`src/lin_flags_map.svh`:
```
// register offsets, bit positions, reset values and timing counts of the lin status flags
`ifndef LIN_FLAGS_MAP_SVH
`define LIN_FLAGS_MAP_SVH

// ======================================================================
// indirect register offsets
`define CTRL_ADDR 8'h08
`define STATUS_ADDR 8'h09
`define ERR_ADDR 8'h0a

// ======================================================================
// status bit positions
`define ST_ACTIVE 7
`define ST_IDLE 6
`define ST_ABORT 5
`define ST_DREQ 4
`define ST_INT 3
`define ST_ERROR 2
`define ST_WAKEUP 1
`define ST_DONE 0

// ======================================================================
// control bit positions
`define CT_STOP 7
`define CT_SLEEP 6
`define CT_TXRX 5
`define CT_DTACK 4
`define CT_INTERRUPT_RESET_CONTROL 3
`define CT_ERROR_RESET_CONTROL 2
`define CT_WUPREQ 1
`define CT_STREQ 0

// ======================================================================
// reset values
`define STATUS_RESET 8'h00
`define CTRL_RESET 8'h00
`define ERR_RESET 5'h00

// ======================================================================
// timing
`define CLK_HZ 25000000
`define IDLE_TIMEOUT_S 4
`define IDLE_CYCLES (`IDLE_TIMEOUT_S * `CLK_HZ)

`endif

```
`src/lin_flags_pkg.sv`:
```
// types shared by the lin status flag logic
package lin_flags_pkg;

  typedef logic [7:0] reg8_t;

  // error detail layout: sync, parity, timeout, checksum, bit error
  typedef logic [4:0] err_vec_t;

  // which register an access selects
  typedef enum logic [3:0] {
    SEL_NONE = 4'h1,
    SEL_CTRL = 4'h2,
    SEL_STATUS = 4'h4,
    SEL_ERR = 4'h8
  } reg_sel_t;

endpackage : lin_flags_pkg

```
`src/idle_timer.sv`:
```
// bus idle timer: counts cycles while armed and flags expiry
module idle_timer #(
  parameter int unsigned CYCLES = 100000000
) (
  input wire logic mclk,
  input wire logic rstn,
  input wire logic run,
  output logic expired
);

  localparam int unsigned W = (CYCLES > 1) ? $clog2(CYCLES) : 1;

  generate
    if (CYCLES < 1) begin : g_bad_cycles
      $error("idle_timer: CYCLES must be at least 1");
    end
  endgenerate

  localparam logic [W-1:0] LAST = W'(CYCLES - 1);

  logic [W-1:0] cnt_q;
  logic [W-1:0] cnt_d;
  logic expired_q;
  logic expired_d;
  wire at_last = (cnt_q == LAST);

  // count restarts whenever the idle condition breaks
  assign cnt_d = !run ? '0 : (at_last ? cnt_q : cnt_q + W'(1));
  assign expired_d = run && (expired_q || at_last);

  always_ff @(posedge mclk) begin
    if (!rstn) begin
      cnt_q <= '0;
      expired_q <= 1'b0;
    end else begin
      cnt_q <= cnt_d;
      expired_q <= expired_d;
    end
  end

  assign expired = expired_q;

endmodule : idle_timer

```
`src/lin_status_flags.sv`:
```
// status flag register bank of a lin master/slave controller
`include "lin_flags_map.svh"

module lin_status_flags
  import lin_flags_pkg::*;
#(
  parameter int unsigned IDLE_CYCLES = `IDLE_CYCLES
) (
  input wire logic mclk,
  input wire logic rstn,
  // register port
  input wire logic [7:0] addr,
  input wire logic [7:0] wdata,
  input wire logic wr,
  input wire logic rd,
  output logic [7:0] rdata,
  // frame engine events and levels
  input wire logic slave_mode,
  input wire logic bus_activity,
  input wire logic bus_asleep,
  input wire logic sync_break,
  input wire logic xfer_pending,
  input wire logic data_id_rx,
  input wire logic xfer_start,
  input wire logic xfer_done,
  input wire logic wakeup_tx,
  input wire logic wakeup_rx,
  input wire logic [4:0] err_event,
  // control towards the frame engine
  output logic stop_req,
  output logic data_ack,
  output logic int_reset,
  output logic err_reset,
  output logic sleep_en,
  output logic tx_mode,
  output logic wakeup_req,
  output logic start_req,
  // flag levels
  output logic [7:0] lin_status,
  output logic [4:0] error_detail_reg,
  output logic irq
);

  generate
    if (IDLE_CYCLES < 1) begin : g_bad_idle
      $error("lin_status_flags: IDLE_CYCLES must be at least 1");
    end
  endgenerate

  // ======================================================================
  // address decode

  function automatic reg_sel_t decode(input logic [7:0] a);
    case (a)
      `CTRL_ADDR: decode = SEL_CTRL;
      `STATUS_ADDR: decode = SEL_STATUS;
      `ERR_ADDR: decode = SEL_ERR;
      default: decode = SEL_NONE;
    endcase
  endfunction : decode

  reg_sel_t wr_sel;
  reg_sel_t rd_sel;
  assign wr_sel = decode(addr);
  assign rd_sel = decode(addr);

  wire ctrl_wr = wr && (wr_sel == SEL_CTRL);

  // write-one command bits; writing zero has no effect
  wire cmd_stop = ctrl_wr && wdata[`CT_STOP];
  wire cmd_interrupt_reset_control = ctrl_wr && wdata[`CT_INTERRUPT_RESET_CONTROL];
  wire cmd_error_reset_control = ctrl_wr && wdata[`CT_ERROR_RESET_CONTROL];
  wire cmd_dtack = ctrl_wr && wdata[`CT_DTACK];
  wire cmd_wupreq = ctrl_wr && wdata[`CT_WUPREQ];
  wire cmd_streq = ctrl_wr && wdata[`CT_STREQ];

  // ======================================================================
  // control register: only sleep, txrx, dtack, wupreq, streq are stored

  logic sleep_q;
  logic sleep_d;
  logic txrx_q;
  logic txrx_d;
  logic dtack_q;
  logic dtack_d;
  logic wupreq_q;
  logic wupreq_d;
  logic streq_q;
  logic streq_d;

  assign sleep_d = ctrl_wr ? wdata[`CT_SLEEP] : sleep_q;
  assign txrx_d = ctrl_wr ? wdata[`CT_TXRX] : txrx_q;
  // acknowledge lasts one cycle, the controller drops it itself
  assign dtack_d = cmd_dtack;
  // wakeup request held until the wakeup signal goes out
  assign wupreq_d = cmd_wupreq || (wupreq_q && !wakeup_tx);
  // start request dropped on completion or error
  wire any_err = |err_event;
  assign streq_d = cmd_streq || (streq_q && !xfer_done && !any_err);

  always_ff @(posedge mclk) begin
    if (!rstn) begin
      sleep_q <= 1'b0;
      txrx_q <= 1'b0;
      dtack_q <= 1'b0;
      wupreq_q <= 1'b0;
      streq_q <= 1'b0;
    end else begin
      sleep_q <= sleep_d;
      txrx_q <= txrx_d;
      dtack_q <= dtack_d;
      wupreq_q <= wupreq_d;
      streq_q <= streq_d;
    end
  end

  // ======================================================================
  // bus activity and idle timeout

  logic active_q;
  always_ff @(posedge mclk) begin
    if (!rstn) begin
      active_q <= 1'b0;
    end else begin
      active_q <= bus_activity;
    end
  end

  wire idle_run = slave_mode && !bus_activity && !bus_asleep;
  logic idle_expired;

  idle_timer #(
    .CYCLES(IDLE_CYCLES)
  ) u_idle_timer (
    .mclk(mclk),
    .rstn(rstn),
    .run(idle_run),
    .expired(idle_expired)
  );

  // ======================================================================
  // abort flag

  logic abort_q;
  logic abort_d;
  wire abort_set = slave_mode && ((sync_break && xfer_pending) || cmd_stop);
  wire abort_clr = sync_break && !xfer_pending;
  assign abort_d = abort_set || (abort_q && !abort_clr && slave_mode);

  always_ff @(posedge mclk) begin
    if (!rstn) begin
      abort_q <= 1'b0;
    end else begin
      abort_q <= abort_d;
    end
  end

  // ======================================================================
  // data request flag: cleared by acknowledge or a new frame

  logic dreq_q;
  logic dreq_d;
  wire dreq_clr = cmd_dtack || sync_break;
  assign dreq_d = slave_mode && (data_id_rx || (dreq_q && !dreq_clr));

  always_ff @(posedge mclk) begin
    if (!rstn) begin
      dreq_q <= 1'b0;
    end else begin
      dreq_q <= dreq_d;
    end
  end

  // ======================================================================
  // wakeup flag: transmitting level or received memory

  logic wake_rx_q;
  logic wake_rx_d;
  assign wake_rx_d = wakeup_rx || (wake_rx_q && !sync_break);
  wire wake_flag = wakeup_tx || wake_rx_q;

  always_ff @(posedge mclk) begin
    if (!rstn) begin
      wake_rx_q <= 1'b0;
    end else begin
      wake_rx_q <= wake_rx_d;
    end
  end

  // ======================================================================
  // completion flag; done wins over a start in the same cycle

  logic done_q;
  logic done_d;
  assign done_d = xfer_done || (done_q && !xfer_start);

  always_ff @(posedge mclk) begin
    if (!rstn) begin
      done_q <= 1'b0;
    end else begin
      done_q <= done_d;
    end
  end

  // ======================================================================
  // error flag and error detail; event wins over the reset command

  logic error_q;
  logic error_d;
  err_vec_t err_det_q;
  err_vec_t err_det_d;
  assign error_d = any_err || (error_q && !cmd_error_reset_control);
  assign err_det_d = err_event | (cmd_error_reset_control ? `ERR_RESET : err_det_q);

  always_ff @(posedge mclk) begin
    if (!rstn) begin
      error_q <= 1'b0;
      err_det_q <= `ERR_RESET;
    end else begin
      error_q <= error_d;
      err_det_q <= err_det_d;
    end
  end

  // ======================================================================
  // interrupt pending flag

  logic int_q;
  logic int_d;
  wire int_cause = xfer_done || (slave_mode && data_id_rx) || wakeup_rx || any_err;
  assign int_d = int_cause || (int_q && !cmd_interrupt_reset_control);
  // flag raised together with the cause flag on the same edge
  wire int_now = int_q;

  always_ff @(posedge mclk) begin
    if (!rstn) begin
      int_q <= 1'b0;
    end else begin
      int_q <= int_d;
    end
  end

  // ======================================================================
  // status assembly

  reg8_t status_w;
  assign status_w[`ST_ACTIVE] = active_q;
  assign status_w[`ST_IDLE] = idle_expired;
  assign status_w[`ST_ABORT] = abort_q;
  assign status_w[`ST_DREQ] = dreq_q;
  assign status_w[`ST_INT] = int_now;
  assign status_w[`ST_ERROR] = error_q;
  assign status_w[`ST_WAKEUP] = wake_flag;
  assign status_w[`ST_DONE] = done_q;

  // ======================================================================
  // read path: stop and both reset command bits always read zero

  reg8_t ctrl_rd;
  assign ctrl_rd = {1'b0, sleep_q, txrx_q, dtack_q, 1'b0, 1'b0, wupreq_q, streq_q};

  reg8_t rd_mux;
  assign rd_mux = (rd_sel == SEL_CTRL) ? ctrl_rd :
                  (rd_sel == SEL_STATUS) ? status_w :
                  (rd_sel == SEL_ERR) ? {3'h0, err_det_q} :
                  8'h00;

  reg8_t rdata_q;
  reg8_t rdata_d;
  // data stand only in the cycle after the strobe
  assign rdata_d = rd ? rd_mux : 8'h00;

  always_ff @(posedge mclk) begin
    if (!rstn) begin
      rdata_q <= 8'h00;
    end else begin
      rdata_q <= rdata_d;
    end
  end

  // ======================================================================
  // outputs

  assign rdata = rdata_q;
  assign stop_req = cmd_stop;
  assign data_ack = dtack_q;
  assign int_reset = cmd_interrupt_reset_control;
  assign err_reset = cmd_error_reset_control;
  assign sleep_en = sleep_q;
  assign tx_mode = txrx_q;
  assign wakeup_req = wupreq_q;
  assign start_req = streq_q;
  assign lin_status = status_w;
  assign error_detail_reg = err_det_q;
  assign irq = int_q;

endmodule : lin_status_flags

```
`config.mk`:
```
export PLATFORM = sky130hd
export DESIGN_NAME = lin_status_flags
export DESIGN_NICKNAME = d
export VERILOG_FILES = /design/src/lin_flags_pkg.sv /design/src/idle_timer.sv /design/src/lin_status_flags.sv
export VERILOG_INCLUDE_DIRS = /design/src
export SDC_FILE = /design/constraint.sdc
export NUM_CORES = 1
export LEC_CHECK = 0
export BUFFER_PORTS_ARGS = -buffer_cell sky130_fd_sc_hd__buf_2
export CORE_MARGIN = 2
export CORE_UTILIZATION = 40
export CTS_CLUSTER_DIAMETER = 80
export DETAILED_ROUTE_END_ITERATION = 6
export PLACE_DENSITY_LB_ADDON = 0.05
export SLEW_MARGIN = 0
export SYNTH_ARGS = -nofsm -noshare
export SYNTH_HDL_FRONTEND = slang
export SYNTH_HIERARCHICAL = 1
export SYNTH_SLANG_ARGS = --single-unit
```
`constraint.sdc`:
```
create_clock -name mclk -period 2.4 [get_ports mclk]
set_input_delay 0.24 -clock mclk [delete_from_list [all_inputs] [get_ports mclk]]
set_output_delay 0.24 -clock mclk [all_outputs]
set_load 0.02 [all_outputs]
```
* After elaboration in Yosys (flattened, before gate mapping)
Cells that the tools add are included.
** Word-level totals
- Output and inout bits :: 30
- Input bits :: 35
- Flip-flop bits (word level) :: 53
- Word-level logic and storage cells :: 89
** Cells by class
- Equal/unequal tests :: 7
- Muxes and demuxes :: 5
- Add/sub/neg operators :: 1
- Reduce and logical (&&, ||, !) cells :: 56
- Bitwise operators :: 3
** Operator list (number)
- adder 27 x 1 -> 27 bit (second input constant) :: 1
- equality test 27 bit (second input constant) :: 1
- logical AND 1 bit :: 25
- equality test 8 x 4 -> 1 bit (second input constant) :: 3
- logical OR 1 bit :: 15
- logical NOT 1 bit :: 12
- case mux 4 bit (3 select lines) :: 1
- two-way mux 5 bit :: 2
- two-way mux 8 bit :: 1
- two-way mux 7 bit :: 1
- OR 5 bit :: 1
- OR reduction 5 bit :: 1
- equality test 4 x 2 -> 1 bit (second input constant) :: 1
- equality test 4 x 3 -> 1 bit (second input constant) :: 1
- equality test 4 bit (second input constant) :: 1
- AND reduction 2 bit :: 2
- OR reduction 3 bit :: 1
- NOT 1 bit :: 2

* Logic depth before layout (Yosys ltp)
Gate-level depths: netlist (run 1).
- Depth in word-level cells :: 10
- Gate-level depth with buffers :: 7
- Depth with buffers taken out :: 5

* Hierarchy
Netlist (run 1), hierarchy kept.
** By module, submodules not included
- idle_timer :: times used 1, area an instance 1435.1 um^2, cells each 165
- lin_status_flags :: times used 1, area an instance 1124.8 um^2, cells each 130

* Worst setup path after synthesis (run 1)
No wires, ideal clock.
- Path kind :: reg-to-reg
- Start :: register u_idle_timer.cnt_q[0]
- End :: register u_idle_timer.cnt_q[16]
- Library setup time :: 0.070 ns
- Period minus slack after synthesis :: 1.632 ns
- Slack :: 0.768 ns
- Stages on the path, launching flop included :: 8
- Arrival time :: 1.562 ns
- Required time :: 2.330 ns
- Buffers on the path :: 2
- Cells stage by stage :: dfxtp_1 -> ha_1 -> and4_1 -> buf_4 -> nand4_4 -> buf_2 -> or3_1 -> a21oi_1
** On the way
- Longest elaborated chain between the ends :: 1
- Elaborated cells on any way between the ends :: 2
- Those cells by class :: 1 x add/sub; 1 x eq/ne
** Ends and longest elaborated chain
- from (decl) :: line idle_timer.sv:21 : logic [W-1:0] cnt_q;
- from (signal assigned) :: line idle_timer.sv:36 : cnt_q <= cnt_d;
- adder 27 x 1 -> 27 bit or equality test 27 bit (tied branches) :: line idle_timer.sv:28, idle_timer.sv:25
Several ways; a longest one is shown, not always the timed one.
A chain may end at the register's enable or synchronous reset.

* Worst setup path in the final report (run 1)
- Start :: register u_idle_timer.cnt_q[0]
- End :: register u_idle_timer.cnt_q[22]
The elaborated chain is that of the path after synthesis.

==> results of run 1 <==
==> worst max-delay path by stage <==
stage                        endpoint  slack [ns]
6_report       u_idle_timer/cnt_q[22]        0.38
5_1_grt         u_idle_timer/cnt_q[0]        0.19
4_1_cts        u_idle_timer/cnt_q[22]        0.38
3_3_place_gp   u_idle_timer/cnt_q[22]        0.46
3_5_place_dp   u_idle_timer/cnt_q[24]        0.41
2_1_floorplan  u_idle_timer/cnt_q[16]        0.77
==> layer usage <==
layer	GRT usage, %	vias to the layer above
met5	0	-
met4	5.279	0
met3	3.858	6
met2	27.56	54
met1	22.28	1055
li1	-	1170
==> per-stage QoR <==
stage	cell area, µm²	power (mW)	hold slack [ns]
after floorplan	2560	1.004	0.3473
after global placement	2840	1.056	0.4297
after detailed placement	2840	1.057	0.4291
after CTS	2974	1.772	0.1353
after global routing	2974	1.817	0.1617
final	2974	1.746	0.1484
==> worst max-delay path, cell delays in order, from the launching register on <==
cell and delay, ns:
dfxtp_1 0.39, ha_1 0.22, and4_1 0.41, nand4_4 0.23, or4_1 0.55, a21oi_1 0.15
==> kinds of logic (layout without fill, tap and decap cells) <==
group	Yosys count	after routing	synth area share [%]
compound gates	65	65	16.08
xor+xnor	5	5	1.711
fa+ha+maj	1	1	0.4887
buf+inv	30	79	6.647
flops	53	53	41.45
mux	9	9	3.519
simple gates	132	132	30.11
==> power breakdown <==
group | total, mW | leakage (nW) | switching [mW] | internal, mW
clock | 0.711 | 0.0681 | 0.296 | 0.414
sequential | 0.906 | 0.430 | 0.0115 | 0.894
combinational | 0.130 | 0.680 | 0.0755 | 0.0544
==> final cells by class <==
cell class / count / share of cell area, %
Clock buffer: 5 / 2.314
Inverter: 5 / 0.6310
Clock inverter: 3 / 2.188
Tap cell: 77 / 3.239
Sequential cell: 53 / 35.68
Multi-Input combinational cell: 212 / 44.68
Timing Repair Buffer: 66 / 11.27
==> synthesized netlist by cell type, types with 7 or more instances <==
cell	count	area share, %
dfxtp_1	53	41
buf_4	11	3.2
and4_1	8	2.7
nand2_1	41	6.0
mux2i_1	9	3.5
o31ai_1	7	2.1
o21ai_0	14	2.7
nor2_1	13	1.9
nand3_1	8	1.6
a21oi_1	23	4.5
or4_1	7	2.1
nand4_1	9	2.2
==> impl_metrics.py, run 1 <==
metrics = {
    "sta": {
        "min_period_ns": 2.015,
        "finalHoldViolCount": 0,
        "finalSetupTns_ns": 0,
        "fin_crit_sh_pct": 83.96,
        "finalSetupViolCount": 0,
        "slew_viol_final": 0,
        "clock_skew_ns": 0.005542,
        "max_freq_mhz": 496.3,
        "setup_ws_ns": 0.3850,
        "timing.slew.headroom_pct": 60.28,
        "rsz0062_at_grt": "no",
        "worst_slew_pin_slew_ns": 0.5904,
    },
    "min_path": {
        "min_from": "wdata[4]",
        "holdCritPathClass": "in2reg",
        "holdPathEnd": "dreq_q",
        "hold_depth": 2,
    },
    "power_and_ir_drop": {
        "p_leak_nw": 1.178,
        "ir_drop_mv": 0.2763,
        "power.density_mw_per_mm2": 587.1,
    },
    "grt": {
        "grt_pass1_vias": 2057,
        "grt_max_degree": 17,
        "grt-ovfl-total": 0,
        "antenna_found_initial": 0,
        "grt_pass1_wl_mm": 9.722,
        "grt_use_total_pct": 16.92,
    },
    "cts": {
        "post-cts-setup-buffers": 0,
        "clockRootBuffer": "clkbuf_8",
        "cts_sinks": 53,
        "ctsResizeCount": 0,
        "cts_made_buffers": 5,
        "clk_latency_ns": 0.30,
        "cts_tree": "built",
        "cts_hold_buf": 0,
        "cts_max_path_buffers": 2,
        "clk_pin_slew_ns": 0.10,
        "h-tree-depth": 2,
    },
    "final_layout": {
        "fin_util_pct": 47.38,
        "n_antenna_cell": 0,
        "largest_register_ffs": 27,
        "drive_above_1_share_pct": 24.71,
        "nNetsFinal": 379,
        "nFillCells": 614,
        "seq_area_mm2": 0.001061,
        "stdcell_count": 421,
        "layout_common_cells": "buf_2, dfxtp_1, nand2_1",
        "layout_commonest_cell": "buf_2",
        "multi_input_area_mm2": 0.001329,
        "synthToLayoutAreaGrowth_pct": 16.18,
    },
    "die": {
        "initial_core_util_pct": 40.78,
        "core_area_mm2": 0.006277,
        "rows": 29,
        "die_area_mm2": 0.007056,
        "die_h_um": 84,
        "die_w_um": 84,
        "ios": 65,
    },
    "setup_path": {
        "worstSetupStartpointType": "flip-flop",
        "crit_required_ns": 2.64,
        "worstSetupEndpointType": "flip-flop",
        "r2r-end": "u_idle_timer/cnt_q[22]",
        "worstPathArrival_ns": 2.26,
        "worstReg2RegStart": "u_idle_timer/cnt_q[0]",
        "r2r_cells": 5,
        "reg2reg_slack_ns": 0.38,
        "crit_path_start": "u_idle_timer/cnt_q[0]",
        "cp_max_fo": 13,
        "critPathKind": "reg2reg",
    },
    "placed_design": {
        "place_ws_ns": 0.4068,
        "dpl.hpwl_mm": 4.299,
        "post-place-cells": 413,
        "io_buffer_count": 64,
        "place_congestion": 0.7908,
    },
    "route": {
        "wl_per_cell_um": 13.87,
        "drt_iter0_markers": 79,
        "met2_length_mm": 2.743,
        "routed_via_density": 5.428,
        "vias": 2285,
        "firstDrtPassIters": 4,
        "met3_length_um": 283,
        "wirelength_mm": 5.841,
        "antenna_left": 0,
        "route.detailed.drc": 0,
        "top_layer": "met4",
        "wl_met1_mm": 2.746,
    },
    "logic_synthesis": {
        "yosys_most_used_dff": "dfxtp_1",
        "syn_inst": 295,
        "syn_area_mm2": 0.002560,
        "ys_seq_area_share_pct": 41.45,
        "async_reset_ff_share_pct": 0,
        "yosys_warnings": 6,
        "synth-edff-count": 0,
        "syn_nets": 331,
        "synth-seq-cells": 53,
        "ys_types": 52,
        "synth_area_per_cell_um2": 8.678,
    },
    "job": {
        "cap_violations": 0,
    },
    "status": {
        "status": "finished clean",
    },
}
Note: power is estimated with default switching activity, not from simulation.
==> run 2, diff against run 1 <==
--- a/config.mk
+++ b/config.mk
@@ -6,6 +6,7 @@
 export SDC_FILE = /design/constraint.sdc
 export NUM_CORES = 1
 export LEC_CHECK = 0
+export ABC_AREA = 1
 export BUFFER_PORTS_ARGS = -buffer_cell sky130_fd_sc_hd__buf_2
 export CORE_MARGIN = 2
 export CORE_UTILIZATION = 40
==> constraint.sdc (replaced) <==
create_clock -name mclk -period 2 [get_ports mclk]
set_input_delay 0.2 -clock mclk [delete_from_list [all_inputs] [get_ports mclk]]
set_output_delay 0.2 -clock mclk [all_outputs]
set_load 0.02 [all_outputs]
==> impl_metrics.py, run 2 <==
metrics = {
    "cts": {
        "cts_made_buffers": 5,
        "post-cts-setup-buffers": 0,
        "ctsResizeCount": 0,
        "cts_tree": "built",
        "cts_sinks": 53,
        "h-tree-depth": 2,
        "cts_max_path_buffers": 2,
        "clk_pin_slew_ns": 0.10,
        "clk_latency_ns": 0.31,
        "clockRootBuffer": "clkbuf_8",
        "cts_hold_buf": 0,
    },
    "grt": {
        "grt_use_met3_pct": 3.601,
        "grt_use_total_pct": 19.62,
        "grt_pass1_vias": 2580,
        "use_met2_pct": 32.16,
        "busiest_layer": "met2",
        "grt_max_degree": 18,
        "grt_pass1_wl_mm": 12.10,
        "grt-ovfl-total": 0,
        "antenna_found_initial": 0,
        "use_met1_pct": 26.82,
    },
    "setup_path": {
        "worstPathArrival_ns": 1.73,
        "cp_max_fo": 9,
        "max_stage_delay_ns": 0.41,
        "critPathKind": "reg2reg",
        "crit_chain": "ha_1, inv_2, nor2_8, nand3_4, nor2_8, nand3_1, nand2_1, nor2_1",
        "cpMostUsedCell": "nor2_8",
        "worstSetupStartpointType": "flip-flop",
        "cp_top_family": "simple AND/OR/NAND/NOR gates",
        "crit_required_ns": 2.21,
        "path_buf_inv": 1,
        "worstSetupEndpointType": "flip-flop",
        "slowest_stage": "dfxtp_1",
    },
    "die": {
        "initial_core_util_pct": 40.55,
        "ios": 65,
        "die_area_mm2": 0.007932,
        "rows": 31,
        "die_h_um": 89.06,
        "core_area_mm2": 0.007137,
        "die_w_um": 89.06,
    },
    "final_layout": {
        "final_cell_area_mm2": 0.003374,
        "synthToLayoutAreaGrowth_pct": 16.60,
        "layout_common_cells": "nand2_1, nor2_1, buf_2",
        "nNetsFinal": 520,
        "stdcell_count": 583,
        "n_antenna_cell": 0,
        "layout_commonest_cell": "nand2_1",
        "largest_register_ffs": 27,
        "drive_above_1_share_pct": 24.17,
    },
    "sta": {
        "max_freq_mhz": 658.8,
        "fin_crit_sh_pct": 75.90,
        "timing.slew.headroom_pct": 64.37,
        "whs_ns": 0.1130,
        "slew_viol_final": 0,
        "min_period_ns": 1.518,
        "finalSetupViolCount": 0,
        "worst_slew_pin_slew_ns": 0.5338,
        "finalHoldViolCount": 0,
        "rsz0062_at_grt": "no",
        "finalSetupTns_ns": 0,
        "clock_skew_ns": 0.007285,
    },
    "logic_synthesis": {
        "ys_seq_area_share_pct": 36.66,
        "syn_nets": 459,
        "async_reset_ff_share_pct": 0,
        "syn_area_mm2": 0.002894,
        "yosys_warnings": 6,
        "synth_area_per_cell_um2": 6.842,
        "yosys_most_used_dff": "dfxtp_1",
        "post-synth-top-area-cell": "dfxtp_1",
        "netlist_top_cells_area": "dfxtp_1, nand2_1, nor2_1, inv_1, nand3_1",
        "synth_top_cell_area_share_pct": 36.66,
        "synth-seq-cells": 53,
        "synth-edff-count": 0,
        "ys_types": 34,
        "synth_most_common_cell": "nand2_1",
        "yosys-top-cells-count": "nand2_1, nor2_1, dfxtp_1, inv_1, nand3_1",
        "syn_inst": 423,
    },
    "job": {
        "cap_violations": 0,
    },
    "status": {
        "status": "finished clean",
    },
    "route": {
        "firstDrtPassIters": 4,
        "route.detailed.drc": 0,
        "routed_via_density": 4.702,
        "drt_iter0_markers": 121,
        "wirelength_mm": 7.115,
        "wl_per_cell_um": 12.20,
        "antenna_left": 0,
        "vias": 2741,
    },
    "min_path": {
        "holdCritPathClass": "in2reg",
    },
    "power_and_ir_drop": {
        "power.density_mw_per_mm2": 571.8,
        "switching_share_pct": 22.89,
        "p_sw_mw": 0.4416,
        "comb_power_share_pct": 7.1,
        "cell_internal_pwr_mw": 1.488,
        "power_mw": 1.930,
        "p_leak_nw": 1.503,
        "ir_drop_mv": 0.2635,
        "seqPwrFrac_pct": 56.1,
        "p_clk_share_pct": 36.8,
    },
    "placed_design": {
        "place_congestion": 0.8461,
        "io_buffer_count": 64,
        "dpl.hpwl_mm": 5.709,
        "placed_area_mm2": 0.003271,
        "post-place-cells": 576,
    },
}
[run 2: area by class of cell]
type	count	area [µm²]
inverter	58	219.0
timing repair buffer	66	335.3
clock inverter	2	35.03
tap	99	123.9
fill	805	3762
sequential	53	1061
clock buffer	5	68.82
multi-input combinational	300	1531
[run 2: per-stage QoR]
stage	util, %	worst slack (ns)
after floorplan	-	0.6269
after global placement	45.83	0.5400
after detailed placement	45.83	0.5035
after CTS	47.28	0.4835
after global routing	47.28	0.3234
final	47.28	0.4820
[run 2: worst register-to-register path, cell delays in order (launching register included)]
cell and delay (ns):
dfxtp_1 0.41, ha_1 0.27, inv_2 0.09, nor2_8 0.16
nand3_4 0.13, nor2_8 0.17, nand3_1 0.09, nand2_1 0.07
nor2_1 0.05
[run 2: path summary, 6_finish.rpt]
| kind | from | end | slack (ns) | cells after the start |
|---|---|---|---|---|
| max reg2reg | u_idle_timer/cnt_q[1] | u_idle_timer/cnt_q[18] | 0.48 | 8 |
| min reg2reg | active_q | rdata[7] | 0.44 | 2 |
| max | u_idle_timer/cnt_q[1] | u_idle_timer/cnt_q[18] | 0.48 | 8 |
| min | bus_activity | active_q | 0.11 | 3 |
[run 2: power by group through the flow]
stage	clock network [mW]	logic, mW	registers (mW)
after detailed placement	0	0.138	1.11
after CTS	0.747	0.138	1.08
after global placement	0	0.136	1.11
final	0.711	0.137	1.08
after floorplan	0	0.0686	1.11
after global routing	0.781	0.154	1.08
[run 2: kinds of logic after synthesis]
group	share of synthesized area, %
muxes	0.3459
xor gates and xnor gates	1.816
buffers and inverters	10.42
AOI/OAI and AO/OA	8.690
and+or+nand+nor	41.63
DFF	36.66
adders and majority gates	0.4323
[run 2: metal layers]
layer	vias to the layer above	share of wire [%]
met4	0	1.2
li1	1439	-
met5	-	0
met3	9	3.0
met1	1252	50
met2	41	46
==> run 3, diff against run 2 <==
==> constraint.sdc (replaced) <==
create_clock -name mclk -period 1.55 [get_ports mclk]
set_input_delay 0.155 -clock mclk [delete_from_list [all_inputs] [get_ports mclk]]
set_output_delay 0.155 -clock mclk [all_outputs]
set_load 0.02 [all_outputs]
==> impl_metrics.py, run 3 (synthesis gave the netlist of run 2 again) <==
metrics = {
    "cts": {
        "h-tree-depth": 2,
        "clockRootBuffer": "clkbuf_8",
        "clk_pin_slew_ns": 0.10,
        "cts_hold_buf": 0,
        "cts_tree": "built",
        "cts_max_path_buffers": 2,
        "post-cts-setup-buffers": 0,
        "cts_made_buffers": 5,
        "cts_sinks": 53,
        "clk_latency_ns": 0.31,
    },
    "final_layout": {
        "layout_common_cells": "nand2_1, nor2_1, buf_2",
        "nNetsFinal": 523,
        "n_antenna_cell": 0,
        "drive_above_1_share_pct": 25.00,
        "layout_commonest_cell": "nand2_1",
        "synthToLayoutAreaGrowth_pct": 17.81,
        "largest_register_ffs": 27,
        "fin_util_pct": 47.77,
    },
    "power_and_ir_drop": {
        "comb_power_share_pct": 7.1,
        "p_clk_share_pct": 37.4,
        "switching_share_pct": 23.09,
        "p_leak_nw": 1.521,
        "cell_internal_pwr_mw": 1.936,
        "power.density_mw_per_mm2": 738.3,
        "power_mw": 2.517,
        "seqPwrFrac_pct": 55.5,
        "p_sw_mw": 0.5812,
        "ir_drop_mv": 0.3541,
    },
    "route": {
        "wl_per_cell_um": 12.15,
        "route.detailed.drc": 0,
        "firstDrtPassIters": 4,
        "antenna_left": 0,
        "routed_via_density": 4.533,
        "vias": 2661,
        "wirelength_mm": 7.134,
        "drt_iter0_markers": 101,
    },
    "sta": {
        "rsz0062_at_grt": "no",
        "finalHoldViolCount": 0,
        "whs_ns": 0.04711,
        "timing.slew.headroom_pct": 65.55,
        "setup_ws_ns": 0.1443,
        "clock_skew_ns": 0.008683,
        "worst_slew_pin_slew_ns": 0.5140,
        "finalSetupViolCount": 0,
        "fin_crit_sh_pct": 90.69,
        "max_freq_mhz": 711.4,
        "min_period_ns": 1.406,
        "slew_viol_final": 0,
        "finalSetupTns_ns": 0,
    },
    "grt": {
        "grt_use_total_pct": 19.25,
        "grt_max_degree": 18,
        "antenna_found_initial": 0,
        "grt_pass1_vias": 2512,
        "grt-ovfl-total": 0,
        "grt_pass1_wl_mm": 11.79,
    },
    "die": {
        "initial_core_util_pct": 40.55,
        "rows": 31,
        "die_w_um": 89.06,
        "core_area_mm2": 0.007137,
        "ios": 65,
        "die_area_mm2": 0.007932,
        "die_h_um": 89.06,
    },
    "placed_design": {
        "place_congestion": 0.8712,
        "dpl.hpwl_mm": 5.643,
        "place_ws_ns": 0.1441,
        "io_buffer_count": 64,
    },
    "setup_path": {
        "crit_required_ns": 1.76,
        "worstSetupEndpointType": "flip-flop",
        "cpMostUsedCell": "nor2_8",
        "cp_max_fo": 9,
        "worstPathArrival_ns": 1.62,
        "r2r-end": "u_idle_timer/cnt_q[16]",
        "reg2reg_slack_ns": 0.14,
        "max_stage_delay_ns": 0.39,
        "cp.depth": 8,
        "worstSetupStartpointType": "flip-flop",
        "r2r_cells": 8,
        "crit_chain": "ha_1, inv_2, nor2_8, nand3_4, nor2_8, nand3_1, nand2_1, nor2_1",
        "critPathKind": "reg2reg",
        "path_buf_inv": 1,
        "worstReg2RegStart": "u_idle_timer/cnt_q[1]",
        "slowest_stage": "dfxtp_1",
        "cp_top_family": "simple AND/OR/NAND/NOR gates",
    },
    "min_path": {
        "holdCritPathClass": "in2reg",
        "min_from": "bus_activity",
        "hold_depth": 3,
        "holdPathEnd": "active_q",
    },
    "job": {
        "cap_violations": 0,
    },
    "status": {
        "status": "finished clean",
    },
}
==> run 3: worst max-delay path by stage <==
stage | start | endpoint | slack [ns]
2_1_floorplan | u_idle_timer/cnt_q[1] | u_idle_timer/cnt_q[8] | 0.18
3_3_place_gp | u_idle_timer/cnt_q[1] | u_idle_timer/cnt_q[0] | 0.18
3_5_place_dp | u_idle_timer/cnt_q[1] | u_idle_timer/cnt_q[24] | 0.14
4_1_cts | u_idle_timer/cnt_q[1] | u_idle_timer/cnt_q[16] | 0.13
5_1_grt | u_idle_timer/cnt_q[1] | u_idle_timer/cnt_q[24] | 0.01
6_report | u_idle_timer/cnt_q[1] | u_idle_timer/cnt_q[16] | 0.14
==> run 3: cell type report <==
cell class | count | area (µm²)
clock buffer | 6 | 72.57
clock inverter | 2 | 38.79
fill | 790 | 3727
inverter | 58 | 219.0
multi-input combinational | 300 | 1536
sequential | 53 | 1061
tap | 99 | 123.9
timing repair buffer | 69 | 357.8
==> run 3: worst reg2reg max path, stage by stage, from the launching register on <==
cell and delay (ns):
dfxtp_1 0.39, ha_1 0.21, inv_2 0.07, nor2_8 0.15, nand3_4 0.13, nor2_8 0.17
nand3_1 0.09, nand2_1 0.07, nor2_1 0.04
==> run 3: metal layers <==
metal	part of all wire, %	wire length (µm)	up-vias	track usage [%]
met4	0.98	70	0	4.885
met2	45	3235	40	31.28
met5	0	0	-	0
met3	3.1	222	7	3.324
li1	-	-	1442	-
met1	51	3606	1172	26.64
==> run 3: power by group through the flow <==
stage	clock (mW)	combinational (mW)	sequential [mW]
after global placement	0	0.177	1.43
after floorplan	0	0.0885	1.44
after CTS	0.981	0.180	1.40
after global routing	1.04	0.200	1.40
after detailed placement	0	0.179	1.43
final	0.942	0.179	1.40
==> run 3: metrics by stage <==
step	area [µm²]	std cells
6_report	3410	587
5_1_grt	3410	587
4_1_cts	3405	587
3_5_place_dp	3293	579
3_3_place_gp	3293	579
2_1_floorplan	2894	423
==> run 3: what timing repair did <==
item,in CTS,in global routing
gates resized for setup,0,2
hold endpoints to repair,0,0
endpoints found under the setup margin,0,2
